### src/rtl/aod_pkg.sv
// package with opcode patterns, group fields and clock counts for the decoder
package aod_pkg;
  // ---------------------------------------------------------------------
  // opcode patterns
  // ---------------------------------------------------------------------
  localparam logic [7:0] OP_CODE_SEG    = 8'h2e;
  localparam logic [7:0] OP_STACK_SEG   = 8'h36;
  localparam logic [7:0] OP_DATA_SEG    = 8'h3e;
  localparam logic [7:0] OP_EXTRA_SEG   = 8'h26;
  localparam logic [7:0] OP_ASC_SUM     = 8'h37;
  localparam logic [7:0] OP_DEC_SUM     = 8'h27;
  localparam logic [7:0] OP_ASC_DIFF    = 8'h3f;
  localparam logic [7:0] OP_DEC_DIFF    = 8'h2f;
  localparam logic [5:0] HI_SUM_RM      = 6'h00; // 000000dw
  localparam logic [6:0] HI_SUM_ACC     = 7'h02; // 0000010w
  localparam logic [5:0] HI_SUMC_RM     = 6'h04; // 000100dw
  localparam logic [6:0] HI_SUMC_ACC    = 7'h0a; // 0001010w
  localparam logic [5:0] HI_DIFF_RM     = 6'h0a; // 001010dw
  localparam logic [6:0] HI_DIFF_ACC    = 7'h16; // 0010110w
  localparam logic [5:0] HI_BORR_RM     = 6'h06; // 000110dw
  localparam logic [6:0] HI_BORR_ACC    = 7'h0e; // 0001110w
  localparam logic [5:0] HI_IMM_GRP     = 6'h20; // 100000sw
  localparam logic [6:0] HI_UNARY_GRP   = 7'h7b; // 1111011w
  // ---------------------------------------------------------------------
  // middle field values
  // ---------------------------------------------------------------------
  localparam logic [2:0] MID_SUM        = 3'h0;
  localparam logic [2:0] MID_SUMC       = 3'h2;
  localparam logic [2:0] MID_BORR       = 3'h3;
  localparam logic [2:0] MID_DIFF       = 3'h5;
  localparam logic [2:0] MID_NEG        = 3'h3;
  localparam logic [2:0] MID_PROD       = 3'h4;
  localparam logic [1:0] MOD_REG        = 2'h3;
  // ---------------------------------------------------------------------
  // clock counts (minimum figures; product uses range bounds)
  // ---------------------------------------------------------------------
  localparam logic [7:0] CLK_SEG        = 8'h02;
  localparam logic [7:0] CLK_RR         = 8'h03;
  localparam logic [7:0] CLK_RM         = 8'h0a;
  localparam logic [7:0] CLK_IMM_R      = 8'h04;
  localparam logic [7:0] CLK_IMM_M      = 8'h10;
  localparam logic [7:0] CLK_ACC_B      = 8'h03;
  localparam logic [7:0] CLK_ACC_W      = 8'h04;
  localparam logic [7:0] CLK_ASC_SUM    = 8'h08;
  localparam logic [7:0] CLK_DEC_ADJ    = 8'h04;
  localparam logic [7:0] CLK_ASC_DIFF   = 8'h07;
  localparam logic [7:0] CLK_PROD_RB_LO = 8'h1a; // 26
  localparam logic [7:0] CLK_PROD_RB_HI = 8'h1c; // 28
  localparam logic [7:0] CLK_PROD_RW_LO = 8'h23; // 35
  localparam logic [7:0] CLK_PROD_RW_HI = 8'h25; // 37
  localparam logic [7:0] CLK_PROD_MB_LO = 8'h20; // 32
  localparam logic [7:0] CLK_PROD_MB_HI = 8'h22; // 34
  localparam logic [7:0] CLK_PROD_MW_LO = 8'h29; // 41
  localparam logic [7:0] CLK_PROD_MW_HI = 8'h2b; // 43
  localparam logic [7:0] CLK_NARROW_ADD = 8'h04; // word memory on 8-bit bus
  // ---------------------------------------------------------------------
  // decoded operation classes
  // ---------------------------------------------------------------------
  typedef enum logic [3:0] {
    OP_NONE, OP_SEG_OVERRIDE, OP_SUM, OP_SUM_CARRY, OP_DIFF,
    OP_MINUS_WITH_BORROW, OP_NEGATE_TWOS_COMPLEMENT,
    OP_ASCII_ADJUST_AFTER_SUM, OP_DECIMAL_ADJUST_AFTER_SUM,
    OP_ASCII_ADJUST_AFTER_DIFFERENCE, OP_DECIMAL_ADJUST_AFTER_DIFFERENCE,
    OP_UNSIGNED_PRODUCT
  } aod_op_t;
  typedef enum logic [1:0] {
    SEG_CODE, SEG_STACK, SEG_DATA, SEG_EXTRA
  } aod_seg_t;
endpackage

### src/rtl/aod_decoder.sv
// arithmetic opcode decoder with execution clock counts
`timescale 1ns/1ns
module aod_decoder (
  input  wire logic             core_clk,     // core clock, 25 MHz
  input  wire logic             sys_rst,      // synchronous reset, high
  input  wire logic             narrowBus,    // 1: 8-bit bus variant
  input  wire logic             opValid,      // opcode and modrm present
  input  wire logic [7:0]       opcode,       // first instruction byte
  input  wire logic [7:0]       modrm,        // second byte when used
  output logic                  decValid,     // decode result valid
  output aod_pkg::aod_op_t      decOp,        // decoded operation
  output logic                  segOverride,  // prefix decoded
  output aod_pkg::aod_seg_t     segSel,       // which segment prefix
  output logic                  wordOp,       // 1: word operand
  output logic                  regIsDest,    // 1: reg field is target
  output logic                  signExtImm,   // 8-bit immediate widened
  output logic                  memOperand,   // memory operand form
  output logic                  immForm,      // immediate operand form
  output logic [7:0]            clkMin,       // least execution clocks
  output logic [7:0]            clkMax        // most execution clocks
);
  // ---------------------------------------------------------------------
  // combinational decode
  // ---------------------------------------------------------------------
  aod_pkg::aod_op_t  op;
  aod_pkg::aod_seg_t seg;
  logic              isSeg;
  logic              w;
  logic              d;
  logic              s;
  logic              mem;
  logic              imm;
  logic              hasModrm;
  logic [7:0]        cMin;
  logic [7:0]        cMax;
  logic [2:0]        mid;

  // field split of the two bytes
  assign mid = modrm[5:3];
  assign mem = hasModrm && (modrm[7:6] != aod_pkg::MOD_REG);

  // opcode class, flags and base counts
  always_comb begin
    op       = aod_pkg::OP_NONE;
    seg      = aod_pkg::SEG_CODE;
    isSeg    = 1'b0;
    w        = opcode[0];
    d        = 1'b0;
    s        = 1'b0;
    imm      = 1'b0;
    hasModrm = 1'b0;
    cMin     = 8'h00;
    cMax     = 8'h00;
    if (opcode == aod_pkg::OP_CODE_SEG ||
        opcode == aod_pkg::OP_STACK_SEG ||
        opcode == aod_pkg::OP_DATA_SEG ||
        opcode == aod_pkg::OP_EXTRA_SEG) begin
      op    = aod_pkg::OP_SEG_OVERRIDE;
      isSeg = 1'b1;
      // prefix field order differs from the segment enum order
      unique case (opcode)
        aod_pkg::OP_CODE_SEG:  seg = aod_pkg::SEG_CODE;
        aod_pkg::OP_STACK_SEG: seg = aod_pkg::SEG_STACK;
        aod_pkg::OP_DATA_SEG:  seg = aod_pkg::SEG_DATA;
        aod_pkg::OP_EXTRA_SEG: seg = aod_pkg::SEG_EXTRA;
      endcase
      w     = 1'b0;
      cMin  = aod_pkg::CLK_SEG;
    end else if (opcode == aod_pkg::OP_ASC_SUM) begin
      op = aod_pkg::OP_ASCII_ADJUST_AFTER_SUM;
      w = 1'b0;
      cMin = aod_pkg::CLK_ASC_SUM;
    end else if (opcode == aod_pkg::OP_DEC_SUM) begin
      op = aod_pkg::OP_DECIMAL_ADJUST_AFTER_SUM;
      w = 1'b0;
      cMin = aod_pkg::CLK_DEC_ADJ;
    end else if (opcode == aod_pkg::OP_ASC_DIFF) begin
      op = aod_pkg::OP_ASCII_ADJUST_AFTER_DIFFERENCE;
      w = 1'b0;
      cMin = aod_pkg::CLK_ASC_DIFF;
    end else if (opcode == aod_pkg::OP_DEC_DIFF) begin
      op = aod_pkg::OP_DECIMAL_ADJUST_AFTER_DIFFERENCE;
      w = 1'b0;
      cMin = aod_pkg::CLK_DEC_ADJ;
    end else if (opcode[7:2] == aod_pkg::HI_SUM_RM ||
                 opcode[7:2] == aod_pkg::HI_SUMC_RM ||
                 opcode[7:2] == aod_pkg::HI_DIFF_RM ||
                 opcode[7:2] == aod_pkg::HI_BORR_RM) begin
      hasModrm = 1'b1;
      d = opcode[1];
      unique case (opcode[7:2])
        aod_pkg::HI_SUM_RM:  op = aod_pkg::OP_SUM;
        aod_pkg::HI_SUMC_RM: op = aod_pkg::OP_SUM_CARRY;
        aod_pkg::HI_DIFF_RM: op = aod_pkg::OP_DIFF;
        default:             op = aod_pkg::OP_MINUS_WITH_BORROW;
      endcase
      cMin = (modrm[7:6] == aod_pkg::MOD_REG) ? aod_pkg::CLK_RR
                                              : aod_pkg::CLK_RM;
    end else if (opcode[7:1] == aod_pkg::HI_SUM_ACC ||
                 opcode[7:1] == aod_pkg::HI_SUMC_ACC ||
                 opcode[7:1] == aod_pkg::HI_DIFF_ACC ||
                 opcode[7:1] == aod_pkg::HI_BORR_ACC) begin
      imm = 1'b1;
      unique case (opcode[7:1])
        aod_pkg::HI_SUM_ACC:  op = aod_pkg::OP_SUM;
        aod_pkg::HI_SUMC_ACC: op = aod_pkg::OP_SUM_CARRY;
        aod_pkg::HI_DIFF_ACC: op = aod_pkg::OP_DIFF;
        default:              op = aod_pkg::OP_MINUS_WITH_BORROW;
      endcase
      cMin = opcode[0] ? aod_pkg::CLK_ACC_W : aod_pkg::CLK_ACC_B;
    end else if (opcode[7:2] == aod_pkg::HI_IMM_GRP) begin
      hasModrm = 1'b1;
      imm = 1'b1;
      s = opcode[1] & opcode[0];
      unique case (mid)
        aod_pkg::MID_SUM:  op = aod_pkg::OP_SUM;
        aod_pkg::MID_SUMC: op = aod_pkg::OP_SUM_CARRY;
        aod_pkg::MID_DIFF: op = aod_pkg::OP_DIFF;
        aod_pkg::MID_BORR: op = aod_pkg::OP_MINUS_WITH_BORROW;
        default:           op = aod_pkg::OP_NONE;
      endcase
      cMin = (modrm[7:6] == aod_pkg::MOD_REG) ? aod_pkg::CLK_IMM_R
                                              : aod_pkg::CLK_IMM_M;
    end else if (opcode[7:1] == aod_pkg::HI_UNARY_GRP) begin
      hasModrm = 1'b1;
      if (mid == aod_pkg::MID_NEG) begin
        op = aod_pkg::OP_NEGATE_TWOS_COMPLEMENT;
        cMin = (modrm[7:6] == aod_pkg::MOD_REG) ? aod_pkg::CLK_RR
                                                : aod_pkg::CLK_RM;
      end else if (mid == aod_pkg::MID_PROD) begin
        op = aod_pkg::OP_UNSIGNED_PRODUCT;
        unique case ({modrm[7:6] != aod_pkg::MOD_REG, opcode[0]})
          2'b00: begin
            cMin = aod_pkg::CLK_PROD_RB_LO;
            cMax = aod_pkg::CLK_PROD_RB_HI;
          end
          2'b01: begin
            cMin = aod_pkg::CLK_PROD_RW_LO;
            cMax = aod_pkg::CLK_PROD_RW_HI;
          end
          2'b10: begin
            cMin = aod_pkg::CLK_PROD_MB_LO;
            cMax = aod_pkg::CLK_PROD_MB_HI;
          end
          default: begin
            cMin = aod_pkg::CLK_PROD_MW_LO;
            cMax = aod_pkg::CLK_PROD_MW_HI;
          end
        endcase
      end
    end
    if (op == aod_pkg::OP_NONE) begin
      hasModrm = 1'b0;
      w = 1'b0;
      imm = 1'b0;
      s = 1'b0;
      cMin = 8'h00;
    end
    // fixed-count forms report equal bounds
    if (cMax == 8'h00) begin
      cMax = cMin;
    end
  end

  // ---------------------------------------------------------------------
  // registered results
  // ---------------------------------------------------------------------
  logic              next_decValid;
  aod_pkg::aod_op_t  next_decOp;
  logic [7:0]        next_clkMin;
  logic [7:0]        next_clkMax;
  logic              next_segOverride;
  aod_pkg::aod_seg_t next_segSel;
  logic              next_wordOp;
  logic              next_regIsDest;
  logic              next_signExtImm;
  logic              next_memOperand;
  logic              next_immForm;
  logic [7:0]        extra;

  // narrow bus penalty on word memory operands; counts assume no waits
  always_comb begin
    extra = (narrowBus && mem && w) ? aod_pkg::CLK_NARROW_ADD
                                    : 8'h00;
    next_decValid = opValid;
    next_decOp    = opValid ? op : aod_pkg::OP_NONE;
    next_clkMin   = opValid ? 8'(cMin + extra) : 8'h00;
    next_clkMax   = opValid ? 8'(cMax + extra) : 8'h00;
    // flags read as zero when no request was taken
    next_segOverride = opValid & isSeg;
    next_segSel      = seg;
    next_wordOp      = opValid & w;
    next_regIsDest   = opValid & d;
    next_signExtImm  = opValid & s;
    next_memOperand  = opValid & mem;
    next_immForm     = opValid & imm;
  end

  // result registers
  always_ff @(posedge core_clk) begin
    if (sys_rst) begin
      decValid    <= 1'b0;
      decOp       <= aod_pkg::OP_NONE;
      segOverride <= 1'b0;
      segSel      <= aod_pkg::SEG_CODE;
      wordOp      <= 1'b0;
      regIsDest   <= 1'b0;
      signExtImm  <= 1'b0;
      memOperand  <= 1'b0;
      immForm     <= 1'b0;
      clkMin      <= 8'h00;
      clkMax      <= 8'h00;
    end else begin
      decValid    <= next_decValid;
      decOp       <= next_decOp;
      segOverride <= next_segOverride;
      segSel      <= next_segSel;
      wordOp      <= next_wordOp;
      regIsDest   <= next_regIsDest;
      signExtImm  <= next_signExtImm;
      memOperand  <= next_memOperand;
      immForm     <= next_immForm;
      clkMin      <= next_clkMin;
      clkMax      <= next_clkMax;
    end
  end
endmodule

### config.mk
export PLATFORM = sky130hd
export DESIGN_NAME = aod_decoder
export DESIGN_NICKNAME = d
export VERILOG_FILES = /design/src/rtl/aod_pkg.sv /design/src/rtl/aod_decoder.sv
export SDC_FILE = /design/constraint.sdc
export NUM_CORES = 1
export LEC_CHECK = 0
export BUFFER_PORTS_ARGS = -buffer_cell sky130_fd_sc_hd__buf_2
export CORE_MARGIN = 2
export CORE_UTILIZATION = 35
export CTS_CLUSTER_SIZE = 10
export DETAILED_ROUTE_END_ITERATION = 8
export HOLD_SLACK_MARGIN = 0.08
export SYNTH_ARGS = -nofsm -noshare
export SYNTH_HDL_FRONTEND = slang
export SYNTH_SLANG_ARGS = --single-unit
### constraint.sdc
create_clock -name core_clk -period 3.9 [get_ports core_clk]
set_input_delay 0.195 -clock core_clk [delete_from_list [all_inputs] [get_ports core_clk]]
set_output_delay 0.195 -clock core_clk [all_outputs]
set_load 0.01 [all_outputs]
### Word level (Yosys, flattened, before mapping)

Cells that the tools add are included.
W data, S select, Z words.

* word-level logic and storage cells: 152
* bits of input ports: 20
* register bits after elaboration: 29
* output and inout port bits: 29

* eq/ne operators: 25
* add/sub/neg operators: 2
* reduce and logical (&&, ||, !) cells: 19
* muxes and demuxes: 86
* bitwise operators: 9

Operators by type and width (number)
* $mux W6: 22
* $eq A8 B6 Y1 const B: 8
* $mux W4: 12
* $mux W1: 41
* $pmux W6 S3: 2
* $pmux W3 S3: 2
* $add A8 B3 Y8: 2
* $mux W8: 2
* $eq A7 B4 Y1 const B: 2
* $eq A6 B3 Y1 const B: 2
* $pmux W3 S4: 1
* $logic_or A1 B1 Y1: 9
* $logic_not A8 Y1: 1
* $pmux W2 S4: 1
* $and A1 B1 Y1: 7
* $eq A7 B2 Y1 const B: 1
* $eq A7 B5 Y1 const B: 1
* $eq A7 B7 Y1 const B: 1
* $eq A3 B2 Y1 const B: 2
* $eq A3 B3 Y1 const B: 2
* $eq A6 B4 Y1 const B: 1
* $eq A6 B6 Y1 const B: 1
* $logic_not A6 Y1: 1
* $mux W3: 2
* 10 further kinds: 15

### Logic depth before layout (Yosys ltp)

* depth in word-level cells: 19
* mapped depth: 12
* gate-level depth less buffers: 11

### Worst setup path after synthesis

Ideal clock, no wire load.

* path kind: input -> register
* from: input port opcode[7]
* to: register clkMax[4]
* slack: 1.233 ns
* buffers on the path: 1
* setup time: 0.079 ns
* required time: 3.821 ns
* arrival time: 2.588 ns
* cell stages on the path: 12
* path through: buf_2 nor4b_4 and2_4 a221oi_2 o2111ai_4 nor2_1 nor3_1 ha_1 ha_1 or3_1 mux2_4 o211ai_1

* word-level cells in the longest chain between the ends: 18
* elaborated cells between the ends (all ways): 81
* those cells by class: add/sub: 1; eq/ne: 17; mux: 48; reduce/logical: 15

RTL lines
* start, declared: line aod_decoder.sv:8 `input wire logic [7:0] opcode,`
* $eq A7 B2 Y1 / $eq A7 B4 Y1 (equally long branches): line aod_decoder.sv:99, aod_decoder.sv:104, aod_decoder.sv:100
* $logic_or A1 B1 Y1: line aod_decoder.sv:99 `end else if (opcode[7:1] == aod_pkg::HI_SUM_ACC ||`
* $logic_or A1 B1 Y1: line aod_decoder.sv:100 `opcode[7:1] == aod_pkg::HI_SUMC_ACC ||`
* $logic_or A1 B1 Y1: line aod_decoder.sv:101 `opcode[7:1] == aod_pkg::HI_DIFF_ACC ||`
* $mux W4: line aod_decoder.sv:99
* $mux W4: line aod_decoder.sv:85 `end else if (opcode[7:2] == aod_pkg::HI_SUM_RM ||`
* $mux W4: line aod_decoder.sv:81 `end else if (opcode == aod_pkg::OP_DEC_DIFF) begin`
* $mux W4: line aod_decoder.sv:77 `end else if (opcode == aod_pkg::OP_ASC_DIFF) begin`
* $mux W4: line aod_decoder.sv:73 `end else if (opcode == aod_pkg::OP_DEC_SUM) begin`
* $mux W4: line aod_decoder.sv:69 `end else if (opcode == aod_pkg::OP_ASC_SUM) begin`
* $mux W4: line aod_decoder.sv:54 `if (opcode == aod_pkg::OP_CODE_SEG ||`
* $logic_not A4 Y1: line aod_decoder.sv:152 `if (op == aod_pkg::OP_NONE) begin`
* $mux W1: line aod_decoder.sv:152
* $logic_and A1 B1 Y1: line aod_decoder.sv:40 `assign mem = hasModrm && (modrm[7:6] != aod_pkg::MOD_REG);`
* $logic_and A1 B1 Y1 (2 in series): line aod_decoder.sv:183 `extra = (narrowBus && mem && w) ? aod_pkg::CLK_NARROW_ADD`
* $mux W3: line aod_decoder.sv:183
* $add A8 B3 Y8 *: line aod_decoder.sv:188 `next_clkMax = opValid ? 8'(cMax + extra) : 8'h00;`
* end signal, assigned: line aod_decoder.sv:224 `clkMax <= next_clkMax;`
* end, declared: line aod_decoder.sv:20 `output logic [7:0] clkMax`

Mark *: on every way between the ends. The rest lies on a longest branch, timed or not.
A chain may end at the register's enable or synchronous reset.

### Worst setup path after layout

* from: input port opcode[0]
* to: register clkMax[4]

* word-level cells in the longest chain between the ends: 16
* elaborated cells between the ends (all ways): 65
* those cells by class: add/sub: 1; eq/ne: 10; mux: 45; reduce/logical: 9

RTL lines
* $eq A2 B2 Y1, or another cell as far along: line aod_decoder.sv:132 `unique case ({modrm[7:6] != aod_pkg::MOD_REG, opcode[0]})`
* $pmux W6 S3: line aod_decoder.sv:132
* $mux W6: line aod_decoder.sv:130 `end else if (mid == aod_pkg::MID_PROD) begin`
* $mux W6: line aod_decoder.sv:126 `if (mid == aod_pkg::MID_NEG) begin`
* $mux W6: line aod_decoder.sv:124 `end else if (opcode[7:1] == aod_pkg::HI_UNARY_GRP) begin`
* $mux W6: line aod_decoder.sv:111 `end else if (opcode[7:2] == aod_pkg::HI_IMM_GRP) begin`
* $mux W6: line aod_decoder.sv:99
* $mux W6: line aod_decoder.sv:85
* $mux W6: line aod_decoder.sv:81
* $mux W6: line aod_decoder.sv:77
* $mux W6: line aod_decoder.sv:73
* $mux W6: line aod_decoder.sv:69
* $mux W6: line aod_decoder.sv:54
* $logic_not A8 Y1 / $mux W8 (equally long branches): line aod_decoder.sv:160, aod_decoder.sv:152
* $mux W8: line aod_decoder.sv:160 `if (cMax == 8'h00) begin`
* $add A8 B3 Y8 *: line aod_decoder.sv:188

Marked as above.

==> qor.json <==
{
  "cts": {
    "cts.root.buffer_cell": "sky130_fd_sc_hd__clkbuf_8",
    "cts_num_sinks": 27,
    "post-cts-setup-buffer-count": 0,
    "cts.reportedPaths.clkPinSlew_ps": 90,
    "numCtsBuffers": 3,
    "ctsHtreeMaxLevel": 1,
    "clock_tree.buffer_depth": 2,
    "count_of_hold_buffers_inserted_by_post_cts_repair": 0,
    "tritoncts": "yes",
    "count_of_instances_resized_after_the_clock_tree_is_built": 0
  },
  "pwr": {
    "leakagePower_nw": 0.7811,
    "p_per_area_nw_per_um2": 291.9,
    "worst_ir_drop_vdd_mv": 0.1137
  },
  "worst_setup_path": {
    "cp_num_buf_inv": 1,
    "path_cells": "buf_2 -> nand4_1 -> a2111oi_4 -> o2111ai_4 -> nor2_1 -> nor3_1 -> ha_1 -> ha_1 -> or3_1 -> mux2_4 -> o211ai_1",
    "critical_path.most_common_cell": "sky130_fd_sc_hd__ha_1",
    "worst_setup_path_end_kind": "flop",
    "worstPathArrival_ps": 2940,
    "worst_setup_path_start_kind": "input port",
    "critical_path.slowest_cell": "sky130_fd_sc_hd__a2111oi_4",
    "critPathRequiredTime_ps": 4100,
    "critical_path.top_delay_family": "simple AND/OR/NAND/NOR gates",
    "crit_fanout": 15,
    "setup.worst_path.class": "input port to flop",
    "cpPeakStageDelay_ps": 470
  },
  "synth": {
    "synth_top_area_share_pct": 36.49,
    "syn-mean-instance-area_um2": 8.613,
    "leading_post_synthesis_cells_by_cell_area": "sky130_fd_sc_hd__dfxtp_1 (36%), sky130_fd_sc_hd__nor2_1 (4.3%), sky130_fd_sc_hd__nor3_1 (4.1%)",
    "synth.area.mux_share_pct": 2.027,
    "synthCells": 172,
    "netlist_area_um2": 1481,
    "largest_family_of_logic_cells_by_synthesized_area": "simple AND/OR/NAND/NOR gates",
    "compound_gate_fraction_of_synth_area_pct": 18.75,
    "ys.flop_type": "sky130_fd_sc_hd__dfxtp_1",
    "synth-edff-count": 0,
    "synth_simple_gate_area_share_pct": 33.28,
    "post_synth_xor_xnor_area_pct": 0.5912,
    "yosysMostFrequentCell": "sky130_fd_sc_hd__dfxtp_1",
    "yosys.area_share.adder_pct": 3.378,
    "ys_top_cells_by_count": "sky130_fd_sc_hd__dfxtp_1 (27), sky130_fd_sc_hd__nor2_1 (17), sky130_fd_sc_hd__nand2_1 (15), sky130_fd_sc_hd__nor3_1 (12)",
    "yosys_register_bits": 27,
    "synth_area_leader_cell": "sky130_fd_sc_hd__dfxtp_1",
    "post_synth_num_cell_types": 46,
    "synth-seq-area-share_pct": 36.49,
    "synth_async_sr_flop_share_pct": 0,
    "yosysWarningCount": 0
  },
  "die": {
    "io-pin-count": 49,
    "start_util_pct": 36.77,
    "die_x_um": 69.06,
    "floorplan.die.height_um": 69.06,
    "placeableCoreArea_um2": 4029,
    "floorplan.die_area_um2": 4769,
    "num_rows": 23
  },
  "detailed_routing": {
    "routed_via_density": 5.242,
    "route.antenna.remaining_nets": 0,
    "drt_wl_total_um": 3424,
    "route.vias.total": 1363,
    "detailedRoute.firstIterationViolations": 48,
    "detail_route.wirelength.met1_um": 1709,
    "wire_per_inst_um": 13.17,
    "top_signal_layer_used": "met4",
    "firstDrtPassIters": 4,
    "drcViolationCount": 0,
    "met2RoutedLength_um": 1433,
    "wl_met3_um": 235
  },
  "placed_design": {
    "globalplace.congestion": 0.8380,
    "dp.final_hpwl_um": 2674,
    "place.port_buffers": 43
  },
  "timing": {
    "final_setup_violating_endpoints": 0,
    "min_period_over_period_pct": 70.45,
    "report.final.slew_viol_count": 0,
    "final.setup.tns_ps": 0,
    "timing.final.hold_violations": 0,
    "max_freq_ghz": 0.3640,
    "rsz_0062_raised_after_global_routing": "false",
    "hold-worst-slack_ps": 104.8,
    "relSlewSlack_pct": 61.63,
    "layout_min_cycle_time_ps": 2748,
    "timing_worst_slew_pin_value_ps": 568.4
  },
  "hold_path": {
    "timing.hold.worst.start": "sys_rst",
    "number_of_stages_on_the_worst_hold_path": 2,
    "worstHoldEndpoint": "segSel[0]",
    "min_path_type": "input port to flop"
  },
  "finish": {
    "area_of_the_multi_input_gates_um2": 874.6,
    "seqCellArea_um2": 540.5,
    "nNetsFinal": 235,
    "fillerInstances": 435,
    "post-route-util_pct": 43.51,
    "diode_insertion_count_for_antenna_repair": 0,
    "area_growth_syn_to_layout_pct": 18.33,
    "post_route_cells_drive_above_1_share_pct": 28.57
  },
  "global_route": {
    "remaining_global_route_overflow": 0,
    "antenna_found_initial": 0,
    "grt_pass1_wl_um": 5678,
    "first_global_vias": 1168,
    "grt_max_degree": 17,
    "overall_global_routing_resource_usage_pct": 14.26
  },
  "flow_run": {
    "cap_viol_max_count": 0
  },
  "outcome": {
    "outcome": "finished, final reports clean"
  }
}
## how the worst max path moves through the flow
stage	from	end	slack, ps	cells past startpoint
2_1_floorplan	opcode[7]	clkMax[4]	1230	12
3_3_place_gp	opcode[0]	clkMin[4]	910	11
3_5_place_dp	opcode[0]	clkMax[4]	900	11
4_1_cts	opcode[0]	clkMax[4]	1180	11
5_1_grt	opcode[0]	clkMin[4]	910	11
6_report	opcode[0]	clkMax[4]	1150	11
## cells in the final DEF (no fill, tap or decap), types with 2 or more instances in the layout
master and count:
sky130_fd_sc_hd__nor2_1 17, sky130_fd_sc_hd__nand4_1 3, sky130_fd_sc_hd__conb_1 4, sky130_fd_sc_hd__a211oi_1 3
sky130_fd_sc_hd__inv_1 2, sky130_fd_sc_hd__buf_2 43, sky130_fd_sc_hd__nand3b_1 2, sky130_fd_sc_hd__nand2_1 15
sky130_fd_sc_hd__and2_1 7, sky130_fd_sc_hd__nor3_1 12, sky130_fd_sc_hd__nand3_1 8, sky130_fd_sc_hd__o211ai_1 2
sky130_fd_sc_hd__nor2b_1 4, sky130_fd_sc_hd__nor4_1 3, sky130_fd_sc_hd__dfxtp_1 27, sky130_fd_sc_hd__o21ai_0 7
sky130_fd_sc_hd__nand2b_1 5, sky130_fd_sc_hd__or3_1 4, sky130_fd_sc_hd__clkbuf_8 3, sky130_fd_sc_hd__mux2_4 2
sky130_fd_sc_hd__ha_1 4, sky130_fd_sc_hd__and3_1 2, sky130_fd_sc_hd__a21oi_1 8
## registers in the layout, indices dropped and copies added, names as in the netlist
signal       cells
wordOp           1
decValid         1
clkMax           7
segSel           2
signExtImm       1
immForm          1
decOp            4
regIsDest        1
memOperand       1
segOverride      1
clkMin           7
## per-stage QoR
stage	instances	power (W)	area [µm²]	setup WS, ps
after floorplan	175	0.0003429	1493	1233
after global placement	256	0.0003617	1704	912.7
after detailed placement	256	0.0003618	1704	898.7
after CTS	260	0.0005151	1753	1180
after global routing	260	0.0005342	1753	907.9
final	260	0.0005117	1753	1152
## cell families after synthesis
| kind of cell | after synthesis |
|---|---|
| other | 1 |
| and+or+nand+nor | 88 |
| DFF | 27 |
| xor gates and xnor gates | 1 |
| AOI/OAI and AO/OA | 34 |
| muxes | 2 |
| adders and majority gates | 4 |
| buffers and inverters | 15 |
## power breakdown
group | total, W | switching, W | leakage [nW] | internal [W]
clock | 0.000156 | 0.0000832 | 0.0217 | 0.0000724
sequential | 0.000279 | 0.000000558 | 0.219 | 0.000279
combinational | 0.0000769 | 0.0000499 | 0.541 | 0.0000269
total | 0.000512 | 0.000134 | 0.781 | 0.000378
## cell type report
class | instances | share of cell area, %
Multi-Input combinational cell | 133 | 49.89
Sequential cell | 27 | 30.84
Timing Repair Buffer | 43 | 12.28
Tap cell | 50 | 3.569
Clock buffer | 3 | 2.355
Inverter | 3 | 0.6424
Clock inverter | 1 | 0.4283
## routing by layer
metal  vias to the layer above  track usage, %
met4                         0           3.922
met5                         -               0
met1                       609           21.41
li1                        692               -
met2                        57           20.94
met3                         5           2.339
(Power assumes the default switching activity.)
